`config.mk`:
```
export PLATFORM = sky130hd
export DESIGN_NAME = insn_decode_timing
export DESIGN_NICKNAME = d
export VERILOG_FILES = /design/src/verilog/flag_alu.v /design/src/verilog/insn_decode_timing.v
export VERILOG_INCLUDE_DIRS = /design/src /design/src/verilog
export SDC_FILE = /design/constraint.sdc
export NUM_CORES = 1
export LEC_CHECK = 0
export ABC_CLOCK_PERIOD_IN_PS = 4100
export BUFFER_PORTS_ARGS = -buffer_cell sky130_fd_sc_hd__buf_2
export CORE_ASPECT_RATIO = 1.1
export CORE_MARGIN = 8
export CORE_UTILIZATION = 50
export CTS_CLUSTER_SIZE = 14
export DETAILED_ROUTE_END_ITERATION = 10
export GPL_TIMING_DRIVEN = 0
export PLACE_DENSITY = 0.78
export SYNTH_ARGS = -nofsm -noshare
export SYNTH_HDL_FRONTEND = slang
export SYNTH_SLANG_ARGS = --single-unit
```
`constraint.sdc`:
```
create_clock -name clk -period 4.1 [get_ports clk]
set_input_delay 0.41 -clock clk [delete_from_list [all_inputs] [get_ports clk]]
set_output_delay 0.41 -clock clk [all_outputs]
set_load 0.05 [all_outputs]
```
`src/verilog/decode_defs.vh`:
```
// constants for the instruction decode and cycle-timing block
// assumes: included by bare name from the decoder files
`ifndef DECODE_DEFS_VH
`define DECODE_DEFS_VH

`define INSN_W          14
`define FADDR_W         7
`define FADDR_LSB       0
`define DEST_BIT        7
`define TOP_MSB         13
`define TOP_LSB         12
`define NIB_MSB         11
`define NIB_LSB         8
`define BIT_LSB         7
`define LIT_MSB         7
`define PTR_SEL_BIT     2
`define Q_PER_CYCLE     2'h3
`define INDIRECT_HI     7'h01
`define INDIRECT_LO     7'h00
`define PTR_PROG_BIT    15

`define TOP_BYTE        2'h0
`define TOP_BIT         2'h1
`define TOP_JUMP        2'h2
`define TOP_LIT         2'h3

`define NIB_ADD         4'h7
`define NIB_AND         4'h5
`define NIB_OR          4'h4
`define NIB_RLC         4'hd
`define NIB_RRC         4'hc
`define NIB_DECSZ       4'hb
`define NIB_INCSZ       4'hf
`define NIB_ADDC        4'hd
`define NIB_ASR         4'h7
`define NIB_LSL         4'h5
`define NIB_LSR         4'h6
`define NIB_BTC         2'h2
`define NIB_BTS         2'h3

`define OP_NOP          4'h0
`define OP_ADD          4'h1
`define OP_ADDC         4'h2
`define OP_AND          4'h3
`define OP_OR           4'h4
`define OP_ASR          4'h5
`define OP_LSL          4'h6
`define OP_LSR          4'h7
`define OP_RLC          4'h8
`define OP_RRC          4'h9
`define OP_DECSZ        4'ha
`define OP_INCSZ        4'hb
`define OP_BTC          4'hc
`define OP_BTS          4'hd

`define FMT_BYTE        2'h0
`define FMT_BIT         2'h1
`define FMT_LIT         2'h2

`define INH_CALL_VIA_WORK       14'h000a
`define INH_RETURN      14'h0008
`define INH_RETURN_FROM_INTERRUPT      14'h0009
`define INH_BRW         14'h000b
`define NIB_RETURN_WITH_LITERAL       4'h4
`define BRA_HI          3'h1

`endif

```
`src/verilog/flag_alu.v`:
```
// flag-producing datapath for the byte-oriented file operations
// assumes: operands are stable for the cycle in which the result is taken
`include "decode_defs.vh"
`timescale 1ns/1ps

module flag_alu (
    input  wire [3:0] op,
    input  wire [7:0] fval,
    input  wire [7:0] wval,
    input  wire       cin,
    output reg  [7:0] res,
    output reg        c_out,
    output reg        dc_out,
    output reg        z_out,
    output reg        c_we,
    output reg        dc_we,
    output reg        z_we
);

    reg [8:0] sum;
    reg [4:0] nsum;

    // one combinational pass; each op enables only the flags it touches
    always @* begin
        sum    = 9'h000;
        nsum   = 5'h00;
        res    = fval;
        c_out  = cin;
        dc_out = 1'b0;
        c_we   = 1'b0;
        dc_we  = 1'b0;
        z_we   = 1'b0;
        case (op)
            `OP_ADD, `OP_ADDC: begin
                sum  = {1'b0, fval} + {1'b0, wval}
                     + {8'h00, (op == `OP_ADDC) & cin};
                nsum = {1'b0, fval[3:0]} + {1'b0, wval[3:0]}
                     + {4'h0, (op == `OP_ADDC) & cin};
                res    = sum[7:0];
                c_out  = sum[8];
                dc_out = nsum[4];
                c_we   = 1'b1;
                dc_we  = 1'b1;
                z_we   = 1'b1;
            end
            `OP_AND: begin
                res  = fval & wval;
                z_we = 1'b1;
            end
            `OP_OR: begin
                res  = fval | wval;
                z_we = 1'b1;
            end
            `OP_ASR: begin
                res   = {fval[7], fval[7:1]};
                c_out = fval[0];
                c_we  = 1'b1;
                z_we  = 1'b1;
            end
            `OP_LSL: begin
                res   = {fval[6:0], 1'b0};
                c_out = fval[7];
                c_we  = 1'b1;
                z_we  = 1'b1;
            end
            `OP_LSR: begin
                res   = {1'b0, fval[7:1]};
                c_out = fval[0];
                c_we  = 1'b1;
                z_we  = 1'b1;
            end
            `OP_RLC: begin
                res   = {fval[6:0], cin};
                c_out = fval[7];
                c_we  = 1'b1;
            end
            `OP_RRC: begin
                res   = {cin, fval[7:1]};
                c_out = fval[0];
                c_we  = 1'b1;
            end
            `OP_DECSZ: res = fval - 8'h01;
            `OP_INCSZ: res = fval + 8'h01;
            default:   res = fval;
        endcase
        z_out = (res == 8'h00);
    end

endmodule

```
`src/verilog/insn_decode_timing.v`:
```
// instruction decode, read-modify-write sequencing and cycle timing
// assumes: file registers answer a read in the same oscillator clock
// assumes: insn is held by program memory while fetch_req is low
`include "decode_defs.vh"
`timescale 1ns/1ps

module insn_decode_timing (
    input  wire                clk,
    input  wire                rst_n,
    input  wire [`INSN_W-1:0]  insn,
    input  wire [7:0]          file_rdata,
    input  wire [15:0]         ptr0,
    input  wire [15:0]         ptr1,
    output reg                 fetch_req,
    output reg  [1:0]          q_phase,
    output reg  [1:0]          fmt,
    output reg  [`FADDR_W-1:0] file_addr,
    output reg                 file_rd,
    output reg                 file_wr,
    output reg  [7:0]          file_wdata,
    output reg  [7:0]          work,
    output reg                 carry,
    output reg                 nibble_overflow_flag,
    output reg                 zero,
    output reg                 pc_change,
    output reg                 skip_taken,
    output reg                 nop_cycle,
    output reg                 ptr_sel,
    output reg  [2:0]          bit_sel
);

    ////////////////////////////////////////////////////////////////////
    // decode helpers

    // opcode class from the two top bits and the next nibble
    function [3:0] decode_op;
        input [`INSN_W-1:0] w;
        reg   [1:0] top;
        reg   [3:0] nib;
        begin
            top = w[`TOP_MSB:`TOP_LSB];
            nib = w[`NIB_MSB:`NIB_LSB];
            decode_op = `OP_NOP;
            if (top == `TOP_BYTE) begin
                case (nib)
                    `NIB_ADD:   decode_op = `OP_ADD;
                    `NIB_AND:   decode_op = `OP_AND;
                    `NIB_OR:    decode_op = `OP_OR;
                    `NIB_RLC:   decode_op = `OP_RLC;
                    `NIB_RRC:   decode_op = `OP_RRC;
                    `NIB_DECSZ: decode_op = `OP_DECSZ;
                    `NIB_INCSZ: decode_op = `OP_INCSZ;
                    default:    decode_op = `OP_NOP;
                endcase
            end else if (top == `TOP_LIT) begin
                case (nib)
                    `NIB_ADDC:  decode_op = `OP_ADDC;
                    `NIB_ASR:   decode_op = `OP_ASR;
                    `NIB_LSL:   decode_op = `OP_LSL;
                    `NIB_LSR:   decode_op = `OP_LSR;
                    default:    decode_op = `OP_NOP;
                endcase
            end else if (top == `TOP_BIT) begin
                // only the two top nibble bits pick the op; rest is bit no.
                case (nib[3:2])
                    `NIB_BTC:   decode_op = `OP_BTC;
                    `NIB_BTS:   decode_op = `OP_BTS;
                    default:    decode_op = `OP_NOP;
                endcase
            end
        end
    endfunction

    // control-flow words that always take a second cycle
    function always_two;
        input [`INSN_W-1:0] w;
        begin
            always_two =
                (w[`TOP_MSB:`TOP_LSB] == `TOP_JUMP) ||
                (w == `INH_CALL_VIA_WORK) ||
                (w == `INH_RETURN) || (w == `INH_RETURN_FROM_INTERRUPT) ||
                ((w[`TOP_MSB:`TOP_LSB] == `TOP_LIT) &&
                 (w[`NIB_MSB:`NIB_LSB] == `NIB_RETURN_WITH_LITERAL)) ||
                (w == `INH_BRW) ||
                ((w[`TOP_MSB:`TOP_LSB] == `TOP_LIT) &&
                 (w[`NIB_MSB:`NIB_LSB+1] == `BRA_HI));
        end
    endfunction

    // format class of the word
    function [1:0] decode_fmt;
        input [`INSN_W-1:0] w;
        begin
            case (w[`TOP_MSB:`TOP_LSB])
                `TOP_BYTE: decode_fmt = `FMT_BYTE;
                `TOP_BIT:  decode_fmt = `FMT_BIT;
                // top 11 also holds byte ops: carry add and the shifts
                default:   decode_fmt = (decode_op(w) == `OP_NOP) ?
                                        `FMT_LIT : `FMT_BYTE;
            endcase
        end
    endfunction

    ////////////////////////////////////////////////////////////////////
    // sequencer states

    localparam [1:0] ST_EXEC  = 2'h0;  // normal single cycle
    localparam [1:0] ST_EXTRA = 2'h1;  // indirect-to-program stall
    localparam [1:0] ST_NOP   = 2'h2;  // flushed second cycle

    reg  [1:0]         state;
    reg  [1:0]         next_state;
    reg  [`INSN_W-1:0] ir;
    reg  [3:0]         op;
    reg  [3:0]         next_op;
    reg                need_nop;
    reg  [7:0]         fdata;

    wire [7:0] alu_res;
    wire       alu_c;
    wire       alu_dc;
    wire       alu_z;
    wire       alu_c_we;
    wire       alu_dc_we;
    wire       alu_z_we;

    // datapath for the byte operations; fed with the file read
    flag_alu u_alu (
        .op     (op),
        .fval   (fdata),
        .wval   (work),
        .cin    (carry),
        .res    (alu_res),
        .c_out  (alu_c),
        .dc_out (alu_dc),
        .z_out  (alu_z),
        .c_we   (alu_c_we),
        .dc_we  (alu_dc_we),
        .z_we   (alu_z_we)
    );

    ////////////////////////////////////////////////////////////////////
    // combinational pieces of the current instruction

    wire [`FADDR_W-1:0] faddr   = ir[`FADDR_W-1:`FADDR_LSB];
    wire                dest_f  = ir[`DEST_BIT];
    wire [2:0]          bsel    = ir[`NIB_LSB+1:`BIT_LSB];
    wire                is_ind  = (faddr == `INDIRECT_LO) ||
                                  (faddr == `INDIRECT_HI);
    // the selected pointer decides whether the stall applies
    wire                psel    = faddr[0];
    wire                ptr_prog = psel ? ptr1[`PTR_PROG_BIT]
                                        : ptr0[`PTR_PROG_BIT];
    wire                bit_val = fdata[bsel];
    wire                has_file = (op != `OP_NOP);
    wire                skip_now =
        ((op == `OP_BTC) && !bit_val) ||
        ((op == `OP_BTS) &&  bit_val) ||
        (((op == `OP_DECSZ) || (op == `OP_INCSZ)) && alu_z);

    // next state: stall for indirect program access, then flush if needed
    always @* begin
        next_state = ST_EXEC;
        case (state)
            ST_EXEC: begin
                if (has_file && is_ind && ptr_prog)
                    next_state = ST_EXTRA;
                else if (need_nop || skip_now)
                    next_state = ST_NOP;
            end
            ST_EXTRA: begin
                if (need_nop || skip_now)
                    next_state = ST_NOP;
            end
            ST_NOP:  next_state = ST_EXEC;
            default: next_state = ST_EXEC;
        endcase
    end

    wire cycle_end = (q_phase == `Q_PER_CYCLE);
    // last cycle of this instruction: the next word is fetched after it
    wire done      = cycle_end && (next_state == ST_EXEC);
    // commit the read-modify-write at the last Q of the execute cycle, or of the stall cycle after it
    wire commit    = cycle_end && (next_state != ST_EXTRA) &&
                     (state != ST_NOP);

    always @* begin
        next_op = decode_op(insn);
    end

    ////////////////////////////////////////////////////////////////////
    // oscillator phase counter: four clocks per instruction cycle

    always @(posedge clk or negedge rst_n) begin
        if (!rst_n)
            q_phase <= 2'h0;
        else
            q_phase <= q_phase + 2'h1;
    end

    ////////////////////////////////////////////////////////////////////
    // instruction register and sequencer

    always @(posedge clk or negedge rst_n) begin
        if (!rst_n) begin
            state     <= ST_NOP;
            ir        <= {`INSN_W{1'b0}};
            op        <= `OP_NOP;
            need_nop  <= 1'b0;
            fetch_req <= 1'b0;
            fmt       <= `FMT_BYTE;
            ptr_sel   <= 1'b0;
            bit_sel   <= 3'h0;
            nop_cycle <= 1'b1;
        end else begin
            fetch_req <= 1'b0;
            if (cycle_end) begin
                state     <= next_state;
                nop_cycle <= (next_state == ST_NOP);
            end
            if (done) begin
                // latch the whole word; every operand rides in it
                ir        <= insn;
                op        <= next_op;
                need_nop  <= always_two(insn);
                fmt       <= decode_fmt(insn);
                ptr_sel   <= insn[`PTR_SEL_BIT];
                bit_sel   <= insn[`NIB_LSB+1:`BIT_LSB];
                fetch_req <= 1'b1;
            end
        end
    end

    ////////////////////////////////////////////////////////////////////
    // file read, modify, write and flag update

    always @(posedge clk or negedge rst_n) begin
        if (!rst_n) begin
            file_addr            <= {`FADDR_W{1'b0}};
            fdata                <= 8'h00;
            file_rd              <= 1'b0;
            file_wr              <= 1'b0;
            file_wdata           <= 8'h00;
            work                 <= 8'h00;
            carry                <= 1'b0;
            nibble_overflow_flag <= 1'b0;
            zero                 <= 1'b0;
            pc_change            <= 1'b0;
            skip_taken           <= 1'b0;
        end else begin
            file_wr    <= 1'b0;
            pc_change  <= 1'b0;
            skip_taken <= 1'b0;
            // read is issued for every file op, the read-only bit tests included
            file_rd    <= has_file && (state == ST_EXEC) &&
                          (q_phase == 2'h0);
            file_addr  <= faddr;
            // keep the value seen under the strobe; the bus is only valid then
            if (file_rd)
                fdata  <= file_rdata;
            if (commit && has_file) begin
                if (op == `OP_BTC || op == `OP_BTS) begin
                    skip_taken <= skip_now;
                end else begin
                    if (dest_f) begin
                        file_wr    <= 1'b1;
                        file_wdata <= alu_res;
                    end else begin
                        work       <= alu_res;
                    end
                    if (alu_c_we)
                        carry <= alu_c;
                    if (alu_dc_we)
                        nibble_overflow_flag <= alu_dc;
                    if (alu_z_we)
                        zero <= alu_z;
                    skip_taken <= skip_now;
                end
            end
            if (commit && need_nop)
                pc_change <= 1'b1;
        end
    end

endmodule

```
==> flow_metrics.env, run 1 <==
export IMPL_slowest_stage="fa_2"
export IMPL_ys_warn_count=0
export IMPL_synth_ff_type="dfrtp_1"
export IMPL_fin_util=0.6246
export IMPL_core_area_sq_mm=0.008277
export IMPL_ir_drop_mv=0.4981
export IMPL_vias=4054
export IMPL_fp_dieW_microns=103.5
export IMPL_async_reset_ff_frac=1.000
export IMPL_cts_root_buf="clkbuf_8"
export IMPL_relSlewSlack=0.08693
export IMPL_drc=0
export IMPL_final_hold_viol_count=0
export IMPL_grt_pass1_wl_microns=21820
export IMPL_fin_ws_ns=0.1171
export IMPL_fin_crit_ns=3.983
export IMPL_grt_max_degree=62
export IMPL_drive_above_1_share=0.2932
export IMPL_clkTransAtPathRegs_ns=0.08
export IMPL_hold_buffers=0
export IMPL_finalSetupViolations=0
export IMPL_netlist_area_sq_mm=0.004214
export IMPL_required_ns=4.32
export IMPL_yosys_area_top_type_share=0.3504
export IMPL_grt_util_all_layers=0.2340
export IMPL_antenna_found_initial=0
export IMPL_antennaDiodeCount=0
export IMPL_start_util=0.5091
export IMPL_clockBufferDepth=2
export IMPL_drv_slew=0
export IMPL_dieArea_sq_mm=0.01162
export IMPL_slowest_delay_ns=0.39
export IMPL_yosys_register_bits=61
export IMPL_p_per_area_mw_per_mm2=942.4
export IMPL_design_area_sq_mm=0.005170
export IMPL_status="finished, final reports clean"
export IMPL_fin_nets=634
export IMPL_area_growth_pct=22.68
export IMPL_place_ws_ns=-0.8603
export IMPL_dpl_cell_area_sq_mm=0.004678
export IMPL_syn_inst=465
export IMPL_cts_buffers_inserted=9
export IMPL_wirelength_microns=13330
export IMPL_syn_avg_cell_area_sq_um=9.062
export IMPL_io_buffers=62
export IMPL_tightest_slew_ns=1.359
export IMPL_max_cap_violations=0
export IMPL_arrival_ns=4.20
export IMPL_synth_top_cell_by_area="dfrtp_1"
export IMPL_fmax_ghz=0.2511
export IMPL_cts_htree_levels=3
export IMPL_cp_max_fo=10
export IMPL_grt_overflow_total=0
export IMPL_viasPerCell=6.078
export IMPL_ys_top_cells_by_area="dfrtp_1 (35%), ha_1 (7.1%), o21ai_0 (4.8%)"
export IMPL_rows=35
export IMPL_start_kind="register"
export IMPL_fin_crit_sh=0.9714
export IMPL_dp_hpwl_microns=9572
export IMPL_grt_pass1_vias=4211
export IMPL_final_antenna_net_count=0
export IMPL_synth_fp_nets=548
export IMPL_hp_class="in -> async"
export IMPL_cp_cell_sequence="buf_4 -> buf_4 -> nor2_4 -> nand3_2 -> fa_2 -> fa_2 -> nand2b_4 -> a22oi_2 -> a31oi_4 -> xnor2_2 -> a221oi_4 -> nand4_4 -> o41ai_4 -> nand2_4 -> buf_12 -> mux2_4"
export IMPL_p_leak_uw=0.002342
export IMPL_globalplace_congestion=0.9123
export IMPL_ios=96
export IMPL_cts_tree="yes"
export IMPL_endpoint_kind="register"
export IMPL_yosysMostFrequentCell="dfrtp_1"
export IMPL_die_h_microns=112.3
export IMPL_insertion_delay_ns=0.34
export IMPL_clock_skew_ns=0.01590
export IMPL_synth_edf_count=0
export IMPL_cts_sinks=61
export IMPL_ys_seq_area_frac=0.3628
export IMPL_drt_iter0_markers=348
export IMPL_dr_pass1_iters=6
export IMPL_synth_common_cells="dfrtp_1 (59), nand2_1 (51), o21ai_0 (40)"
export IMPL_synth_cell_type_count=69
export IMPL_path_class="reg -> reg"
export IMPL_wl_per_cell_microns=19.98
state kept, by name, indices dropped and copies added, names as in the netlist, 2 cells and up:
register and cells:
q_phase 2, bit_sel 3, fdata 8, work 8, file_addr 7, file_wdata 8
ir 7, op 4, state 2, fmt 2
per-stage QoR:
stage	total power, uW	setup TNS, ns	hold slack, ns	cells
floorplan	3156	0	0.1144	465
global placement	3860	-12.95	0.3811	638
detailed placement	3901	-15.29	0.3884	638
CTS	4716	-0.3367	0.2649	665
global route	5172	-0.2875	0.1989	667
finish	4872	0	0.1446	667
cell type report:
type,instances,area (sq um)
Tap cell,111,138.9
Clock buffer,9,123.9
Fill cell,693,3107
Sequential cell,61,1529
Buffer,23,152.6
Clock inverter,7,97.59
Timing Repair Buffer,80,471.7
Inverter,31,116.4
Multi-Input combinational cell,345,2540
worst max-delay path: cells and delay by family, from the launching register on:
kind	cells	cell delay, ns
multiplexers	1	0.29
XOR/XNOR	1	0.17
flip-flops	1	0.36
AND/OR/NAND/NOR	5	0.76
adder cells (fa/ha/maj)	2	0.76
AO/OA/AOI/OAI	4	1.01
buffers and inverters	3	0.53
power by group:
group / total (uW) / switching [uW] / internal, uW
Sequential: 1130 / 276 / 854
Combinational: 3140 / 1980 / 1150
Clock: 607 / 263 / 344
Total: 4870 / 2520 / 2350
what timing repair did:
action	4_1_cts	5_1_grt
gates cloned	1	0
gates resized for setup	28	10
setup buffers	13	4
endpoints found under the setup margin	22	21
pin swaps	11	9
final timing paths:
| path | end | cells past startpoint | from | slack (ns) |
|---|---|---|---|---|
| min in group clk | fdata[3] | 3 | file_rdata[3] | 0.27 |
| worst min-delay path | q_phase[0] | 1 | rst_n | 0.14 |
| worst max-delay path | bit_sel[0] | 16 | op[3] | 0.12 |
| max in group asynchronous | fdata[7] | 1 | rst_n | 3.45 |
| worst min register to register | file_addr[4] | 0 | ir[4] | 0.41 |
| worst max register to register | bit_sel[0] | 16 | op[3] | 0.12 |
cell usage in the layout (no fill, tap or decap), types with 3 or more instances in the layout:
| cell type | instances |
|---|---|
| xnor2_1 | 9 |
| o211ai_1 | 3 |
| a221oi_1 | 3 |
| o21ai_0 | 38 |
| a211oi_1 | 3 |
| or3_1 | 3 |
| o31ai_1 | 3 |
| clkbuf_1 | 10 |
| a31oi_1 | 5 |
| ha_1 | 24 |
| inv_1 | 31 |
| nor2b_1 | 10 |
| buf_2 | 62 |
| a22oi_1 | 6 |
| nor2_1 | 35 |
| a221o_1 | 4 |
| mux2_4 | 7 |
| nor3_1 | 7 |
| nand3_1 | 5 |
| o22ai_1 | 5 |
| a21oi_1 | 22 |
| o21ai_1 | 3 |
| mux2_2 | 15 |
| and2_1 | 3 |
| dfrtp_1 | 59 |
| clkbuf_8 | 9 |
| mux2i_1 | 5 |
| nand2b_1 | 10 |
| a32oi_1 | 4 |
| nand2_1 | 50 |
| buf_4 | 25 |
metal layers:
| metal | vias to the layer above | GRT usage | share of wire |
|---|---|---|---|
| met5 | - | 0 | 0 |
| met4 | 0 | 0.1500 | 0.051 |
| met3 | 68 | 0.06189 | 0.080 |
| met2 | 222 | 0.3776 | 0.47 |
| met1 | 1933 | 0.2705 | 0.40 |
| li1 | 1831 | - | - |
kinds of logic after synthesis:
family,after synthesis,synth area share
and+or+nand+nor,150,0.1734
xor gates and xnor gates,12,0.02672
buffers and inverters,59,0.06383
adders and majority gates,27,0.08551
AOI/OAI and AO/OA,127,0.2001
muxes,29,0.08759
DFF,61,0.3628
Note: power is estimated with default switching activity, not from simulation.
==> run 2, diff against run 1 <==
--- a/config.mk
+++ b/config.mk
@@ -6,15 +6,14 @@
 export SDC_FILE = /design/constraint.sdc
 export NUM_CORES = 1
 export LEC_CHECK = 0
-export ABC_CLOCK_PERIOD_IN_PS = 4100
+export ABC_CLOCK_PERIOD_IN_PS = 4400
 export BUFFER_PORTS_ARGS = -buffer_cell sky130_fd_sc_hd__buf_2
-export CORE_ASPECT_RATIO = 1.1
 export CORE_MARGIN = 8
-export CORE_UTILIZATION = 50
+export CORE_UTILIZATION = 45
 export CTS_CLUSTER_SIZE = 14
 export DETAILED_ROUTE_END_ITERATION = 10
 export GPL_TIMING_DRIVEN = 0
-export PLACE_DENSITY = 0.78
+export PLACE_DENSITY = 0.68
 export SYNTH_ARGS = -nofsm -noshare
 export SYNTH_HDL_FRONTEND = slang
 export SYNTH_SLANG_ARGS = --single-unit
==> constraint.sdc (replaced) <==
create_clock -name clk -period 4.4 [get_ports clk]
set_input_delay 0.44 -clock clk [delete_from_list [all_inputs] [get_ports clk]]
set_output_delay 0.44 -clock clk [all_outputs]
set_load 0.05 [all_outputs]
==> flow_metrics.env, run 2 (same netlist as run 1, synthesis figures left out) <==
export IMPL_grt_pass1_vias=3833
export IMPL_clock_skew_ns=0.006743
export IMPL_p_per_area_mw_per_mm2=868.2
export IMPL_clockBufferDepth=2
export IMPL_p_leak_uw=0.002280
export IMPL_final_antenna_net_count=0
export IMPL_wl_met2_microns=6102
export IMPL_viasPerCell=5.806
export IMPL_cts_root_buf="clkbuf_8"
export IMPL_r2r_cells=17
export IMPL_tightest_slew_ns=1.287
export IMPL_dieArea_sq_mm=0.01272
export IMPL_core_area_sq_mm=0.009153
export IMPL_drive_above_1_share=0.2782
export IMPL_fin_nets=628
export IMPL_status="finished, final reports clean"
export IMPL_met1_length_microns=5488
export IMPL_die_h_microns=112.8
export IMPL_finalSetupViolations=0
export IMPL_dp_hpwl_microns=9550
export IMPL_arrival_ns=4.45
export IMPL_wl_met3_microns=1046
export IMPL_dp_cells=638
export IMPL_cp_max_fo=19
export IMPL_cts_tree="yes"
export IMPL_fin_crit_ns=4.222
export IMPL_top_regs="fdata x8, file_wdata x8, work x8"
export IMPL_drc=0
export IMPL_comb_power_share=0.640
export IMPL_start_kind="register"
export IMPL_highest_layer="met4"
export IMPL_seqPwrFrac=0.238
export IMPL_grt_overflow_total=0
export IMPL_cts_htree_levels=3
export IMPL_internal_power_uw=2089
export IMPL_ir_drop_mv=0.4212
export IMPL_cts_buffers_inserted=9
export IMPL_path_class="reg -> reg"
export IMPL_wirelength_microns=12850
export IMPL_ios=96
export IMPL_fin_util=0.5502
export IMPL_finalSetupTns_ns=0
export IMPL_final_hold_viol_count=0
export IMPL_insertion_delay_ns=0.34
export IMPL_grt_util_all_layers=0.2068
export IMPL_p_sw_uw=2283
export IMPL_fin_crit_sh=0.9596
export IMPL_fill_cells=844
export IMPL_switching_share=0.5222
export IMPL_endpoint_kind="register"
export IMPL_vias=3838
export IMPL_antenna_found_initial=0
export IMPL_final_cell_mix="buf_2 (63), dfrtp_1 (58), nand2_1 (50)"
export IMPL_drt_iter0_markers=321
export IMPL_hold_buffers=0
export IMPL_rows=35
export IMPL_globalplace_congestion=0.9236
export IMPL_dr_pass1_iters=5
export IMPL_grt_max_degree=62
export IMPL_max_cap_violations=0
export IMPL_fmax_ghz=0.2368
export IMPL_hp_class="in -> async"
export IMPL_start_util=0.4604
export IMPL_area_growth_pct=19.51
export IMPL_required_ns=4.63
export IMPL_io_buffers=62
export IMPL_antennaDiodeCount=0
export IMPL_wl_per_cell_microns=19.44
export IMPL_drv_slew=0
export IMPL_p_clk_frac=0.123
export IMPL_fp_dieW_microns=112.8
export IMPL_relSlewSlack=0.1357
export IMPL_layout_cells_most_common="buf_2"
export IMPL_cts_sinks=61
export IMPL_grt_pass1_wl_microns=20710
export IMPL_clkTransAtPathRegs_ns=0.08
export IMPL_fin_cells=661
-- run 2: path summary, 6_finish.rpt --
path / start / endpoint / slack [ns]
min reg2reg: ir[5] / file_addr[5] / 0.41
min: rst_n / q_phase[0] / 0.17
max: op[1] / ir[1] / 0.18
min in group clk: file_rdata[3] / fdata[3] / 0.30
max reg2reg: op[1] / ir[1] / 0.18
max in group asynchronous: rst_n / op[0] / 3.67
-- run 2: metal layers --
layer	GRT usage	vias to the layer above
met5	0	-
met4	0.05126	0
met3	0.05591	15
met2	0.3316	157
met1	0.2699	1858
li1	-	1808
-- run 2: area by class of cell --
type | count | area (sq um) | share of cell area
buffer | 26 | 166.4 | 0.03304
clock buffer | 11 | 151.4 | 0.03006
clock inverter | 5 | 58.81 | 0.01168
inverter | 31 | 116.4 | 0.02311
multi-input combinational | 345 | 2494 | 0.4952
sequential | 61 | 1530 | 0.3039
tap | 111 | 138.9 | 0.02758
timing repair buffer | 71 | 380.4 | 0.07553
-- run 2: power groups by stage --
| stage | sequential [uW] | combinational (uW) | clock (uW) |
|---|---|---|---|
| floorplan | 1440 | 1490 | 0 |
| global placement | 1040 | 2560 | 0 |
| detailed placement | 1050 | 2590 | 0 |
| CTS | 1040 | 2660 | 541 |
| global route | 1070 | 3000 | 573 |
| finish | 1040 | 2800 | 536 |
-- run 2: critical path, cell delays in order (launching register included) --
cell,delay [ns]
dfrtp_1,0.36
buf_6,0.13
buf_12,0.15
buf_6,0.16
nor2b_2,0.17
nand3_1,0.12
fa_2,0.39
fa_1,0.41
nand2b_4,0.17
a22oi_2,0.20
a31oi_2,0.14
xnor2_1,0.20
a221oi_4,0.35
nand4_4,0.18
o41ai_4,0.40
nand2_4,0.09
buf_6,0.16
mux2_4,0.31
-- run 2: timing repair --
action	CTS	global route
pin swaps	5	5
endpoints found under the hold margin	0	0
gates cloned	0	0
setup endpoints to repair	22	20
gates resized for setup	7	17
buffers inserted	6	3
-- run 2: per-stage QoR --
stage                     total power (uW)  setup slack, ns  hold slack [ns]  cell area (sq um)
final                                 4372           0.1777           0.1689               5036
after global routing                  4649         -0.01721           0.2279               5036
after CTS                             4240       0.00009193           0.2931               4945
after detailed placement              3637          -0.9082           0.3906               4671
after global placement                3598          -0.8296           0.3830               4671
after floorplan                       2933          0.08657           0.1444               4222
==> run 3, diff against run 2 <==
--- a/config.mk
+++ b/config.mk
@@ -6,6 +6,7 @@
 export SDC_FILE = /design/constraint.sdc
 export NUM_CORES = 1
 export LEC_CHECK = 0
+export ABC_AREA = 1
 export ABC_CLOCK_PERIOD_IN_PS = 4400
 export BUFFER_PORTS_ARGS = -buffer_cell sky130_fd_sc_hd__buf_2
 export CORE_MARGIN = 8
@@ -13,7 +14,7 @@
 export CTS_CLUSTER_SIZE = 14
 export DETAILED_ROUTE_END_ITERATION = 10
 export GPL_TIMING_DRIVEN = 0
-export PLACE_DENSITY = 0.68
+export PLACE_DENSITY = 0.69
 export SYNTH_ARGS = -nofsm -noshare
 export SYNTH_HDL_FRONTEND = slang
 export SYNTH_SLANG_ARGS = --single-unit
==> flow_metrics.env, run 3 <==
export IMPL_fin_nets=726
export IMPL_drt_iter0_markers=198
export IMPL_crit_path_frequent_cell="nand2_1"
export IMPL_ios=96
export IMPL_tightest_slew_ns=0.7599
export IMPL_status="finished, final reports clean"
export IMPL_cts_buffers_inserted=9
export IMPL_wirelength_microns=11230
export IMPL_die_h_microns=110.9
export IMPL_p_leak_uw=0.002584
export IMPL_dieArea_sq_mm=0.01229
export IMPL_p_per_area_mw_per_mm2=854.3
export IMPL_cts_tree="yes"
export IMPL_wl_per_cell_microns=14.85
export IMPL_synth_cell_type_count=38
export IMPL_yosysMostFrequentCell="nand2_1"
export IMPL_ys_warn_count=0
export IMPL_endpoint_kind="register"
export IMPL_clockBufferDepth=2
export IMPL_fin_util=0.5393
export IMPL_async_reset_ff_frac=1.000
export IMPL_endpoint="bit_sel[0]"
export IMPL_final_hold_viol_count=0
export IMPL_r2r_cells=21
export IMPL_insertion_delay_ns=0.34
export IMPL_syn_inst=567
export IMPL_dp_hpwl_microns=8824
export IMPL_cts_setup_buffers=0
export IMPL_yosys_register_bits=61
export IMPL_synth_edf_count=0
export IMPL_synth_ff_type="dfrtp_1"
export IMPL_fp_dieW_microns=110.9
export IMPL_clock_skew_ns=0.005810
export IMPL_antenna_found_initial=0
export IMPL_vias=3955
export IMPL_ys_seq_area_frac=0.3776
export IMPL_fin_crit_sh=0.7973
export IMPL_fmax_ghz=0.2851
export IMPL_top_regs="fdata x8, file_wdata x8, work x8"
export IMPL_fin_hold_ws_ns=0.1643
export IMPL_r2r_start="op[3]"
export IMPL_grt_pass1_wl_microns=18610
export IMPL_crit_family="simple AND/OR/NAND/NOR gates"
export IMPL_ys_top_cells_by_area="dfrtp_1 (36%), nand2_1 (17%), ha_1 (7.4%)"
export IMPL_critPathLaunch="op[3]"
export IMPL_cts_repair_resized=0
export IMPL_relSlewSlack=0.4934
export IMPL_rsz0062_at_grt="no"
export IMPL_cts_sinks=61
export IMPL_start_kind="register"
export IMPL_drv_slew=0
export IMPL_yosys_area_top_type_share=0.3646
export IMPL_area_growth_pct=16.16
export IMPL_path_class="reg -> reg"
export IMPL_cp_cell_sequence="buf_4 -> nor2_1 -> nand4_1 -> fa_1 -> fa_1 -> inv_1 -> nand3_1 -> nand3_1 -> a21oi_1 -> o21ai_0 -> nand3_1 -> nand2_1 -> nand2_1 -> nor2_2 -> nand3_2 -> nand3_2 -> nand2_4 -> nand2_4 -> buf_6 -> nand2_1 -> nand2_1"
export IMPL_start_util=0.4643
export IMPL_ir_drop_mv=0.3444
export IMPL_grt_max_degree=62
export IMPL_finalSetupTns_ns=0
export IMPL_crit_buf_inv=3
export IMPL_grt_overflow_total=0
export IMPL_final_cell_mix="nand2_1 (187), inv_1 (73), buf_2 (67)"
export IMPL_synth_fp_nets=650
export IMPL_slowest_stage="fa_1"
export IMPL_reg2reg_to="bit_sel[0]"
export IMPL_drc=0
export IMPL_clkTransAtPathRegs_ns=0.07
export IMPL_arrival_ns=3.79
export IMPL_core_area_sq_mm=0.008721
export IMPL_cts_root_buf="clkbuf_8"
export IMPL_synth_top_cell_by_area="dfrtp_1"
export IMPL_viasPerCell=5.231
export IMPL_required_ns=4.68
export IMPL_syn_avg_cell_area_sq_um=7.141
export IMPL_finalSetupViolations=0
export IMPL_r2r_setup_slack_ns=0.89
export IMPL_synth_common_cells="nand2_1 (187), inv_1 (73), dfrtp_1 (59)"
export IMPL_netlist_area_sq_mm=0.004049
export IMPL_fin_crit_ns=3.508
export IMPL_layout_cells_most_common="nand2_1"
export IMPL_drive_above_1_share=0.1821
export IMPL_cp_depth=21
export IMPL_antennaDiodeCount=0
export IMPL_cp_max_fo=10
export IMPL_dr_pass1_iters=5
export IMPL_hold_buffers=0
export IMPL_globalplace_congestion=0.9267
export IMPL_max_cap_violations=0
export IMPL_io_buffers=65
export IMPL_grt_pass1_vias=3846
export IMPL_slowest_delay_ns=0.44
export IMPL_final_antenna_net_count=0
export IMPL_cts_htree_levels=3
export IMPL_rows=34
export IMPL_grt_util_all_layers=0.1819
export IMPL_hp_class="in -> async"
-- run 3: cell types whose count changed after synthesis, moves of 7 or more --
cell,before,now
nand2_1,51,187
mux2_4,7,0
nand2b_1,11,0
a22oi_1,7,0
nand3_1,6,58
mux2_2,15,0
clkbuf_1,12,2
nor2b_1,12,0
xnor2_1,10,0
inv_1,31,73
-- run 3: layout make-up --
class                   instances  area [sq um]
well taps                     108         135.1
flip-flops and latches         61          1529
plain buffers                  13         93.84
multi-input cells             417          2141
repair buffers                 65         327.8
clock inverters                 6         63.81
inverters                      76         285.3
fillers                       887          4018
clock buffers                  10         127.6
-- run 3: cell families after synthesis --
| kind of cell | count (synthesis) | share of synthesized area |
|---|---|---|
| and+or+nand+nor | 309 | 0.3266 |
| buffers and inverters | 89 | 0.09363 |
| AOI/OAI and AO/OA | 80 | 0.1109 |
| DFF | 61 | 0.3776 |
| adders and majority gates | 27 | 0.08900 |
| xor gates and xnor gates | 1 | 0.002164 |
-- run 3: per-layer routing --
layer,vias to the layer above,global-route usage,share of wire
li1,1970,-,-
met3,22,0.03463,0.046
met1,1864,0.2116,0.42
met2,99,0.3207,0.51
met5,-,0,0
met4,0,0.06937,0.025
-- run 3: worst reg2reg max path: stages, from the launching register on --
cell and delay (ns):
dfrtp_1 0.36, buf_4 0.16, nor2_1 0.19, nand4_1 0.15
fa_1 0.44, fa_1 0.39, inv_1 0.12, nand3_1 0.08
nand3_1 0.17, a21oi_1 0.09, o21ai_0 0.09, nand3_1 0.09
nand2_1 0.12, nand2_1 0.10, nor2_2 0.17, nand3_2 0.11
nand3_2 0.11, nand2_4 0.10, nand2_4 0.14, buf_6 0.15
nand2_1 0.06, nand2_1 0.06
-- run 3: worst min path at each step --
stage	start	to	slack [ns]	cells after the start
2_1_floorplan	rst_n	bit_sel[0]	0.14	0
3_3_place_gp	ir[1]	file_addr[1]	0.38	0
3_5_place_dp	ir[5]	file_addr[5]	0.39	0
4_1_cts	file_rdata[3]	fdata[3]	0.29	3
5_1_grt	rst_n	ir[3]	0.23	1
6_report	rst_n	file_addr[5]	0.16	1
-- run 3: report_power, final --
group | total [uW] | switching [uW] | internal, uW
registers | 1040 | 245 | 791
logic | 2490 | 1760 | 736
clock network | 489 | 228 | 260
-- run 3: through the flow --
step           power, uW  setup WS (ns)  cells  cell area, sq um
4_1_cts             4026         0.9059    756              4701
2_1_floorplan       2871          1.396    567              4049
3_3_place_gp        3477         0.9789    740              4509
6_report            4018         0.8919    756              4703
3_5_place_dp        3520         0.9447    740              4509
5_1_grt             4346         0.6355    756              4703
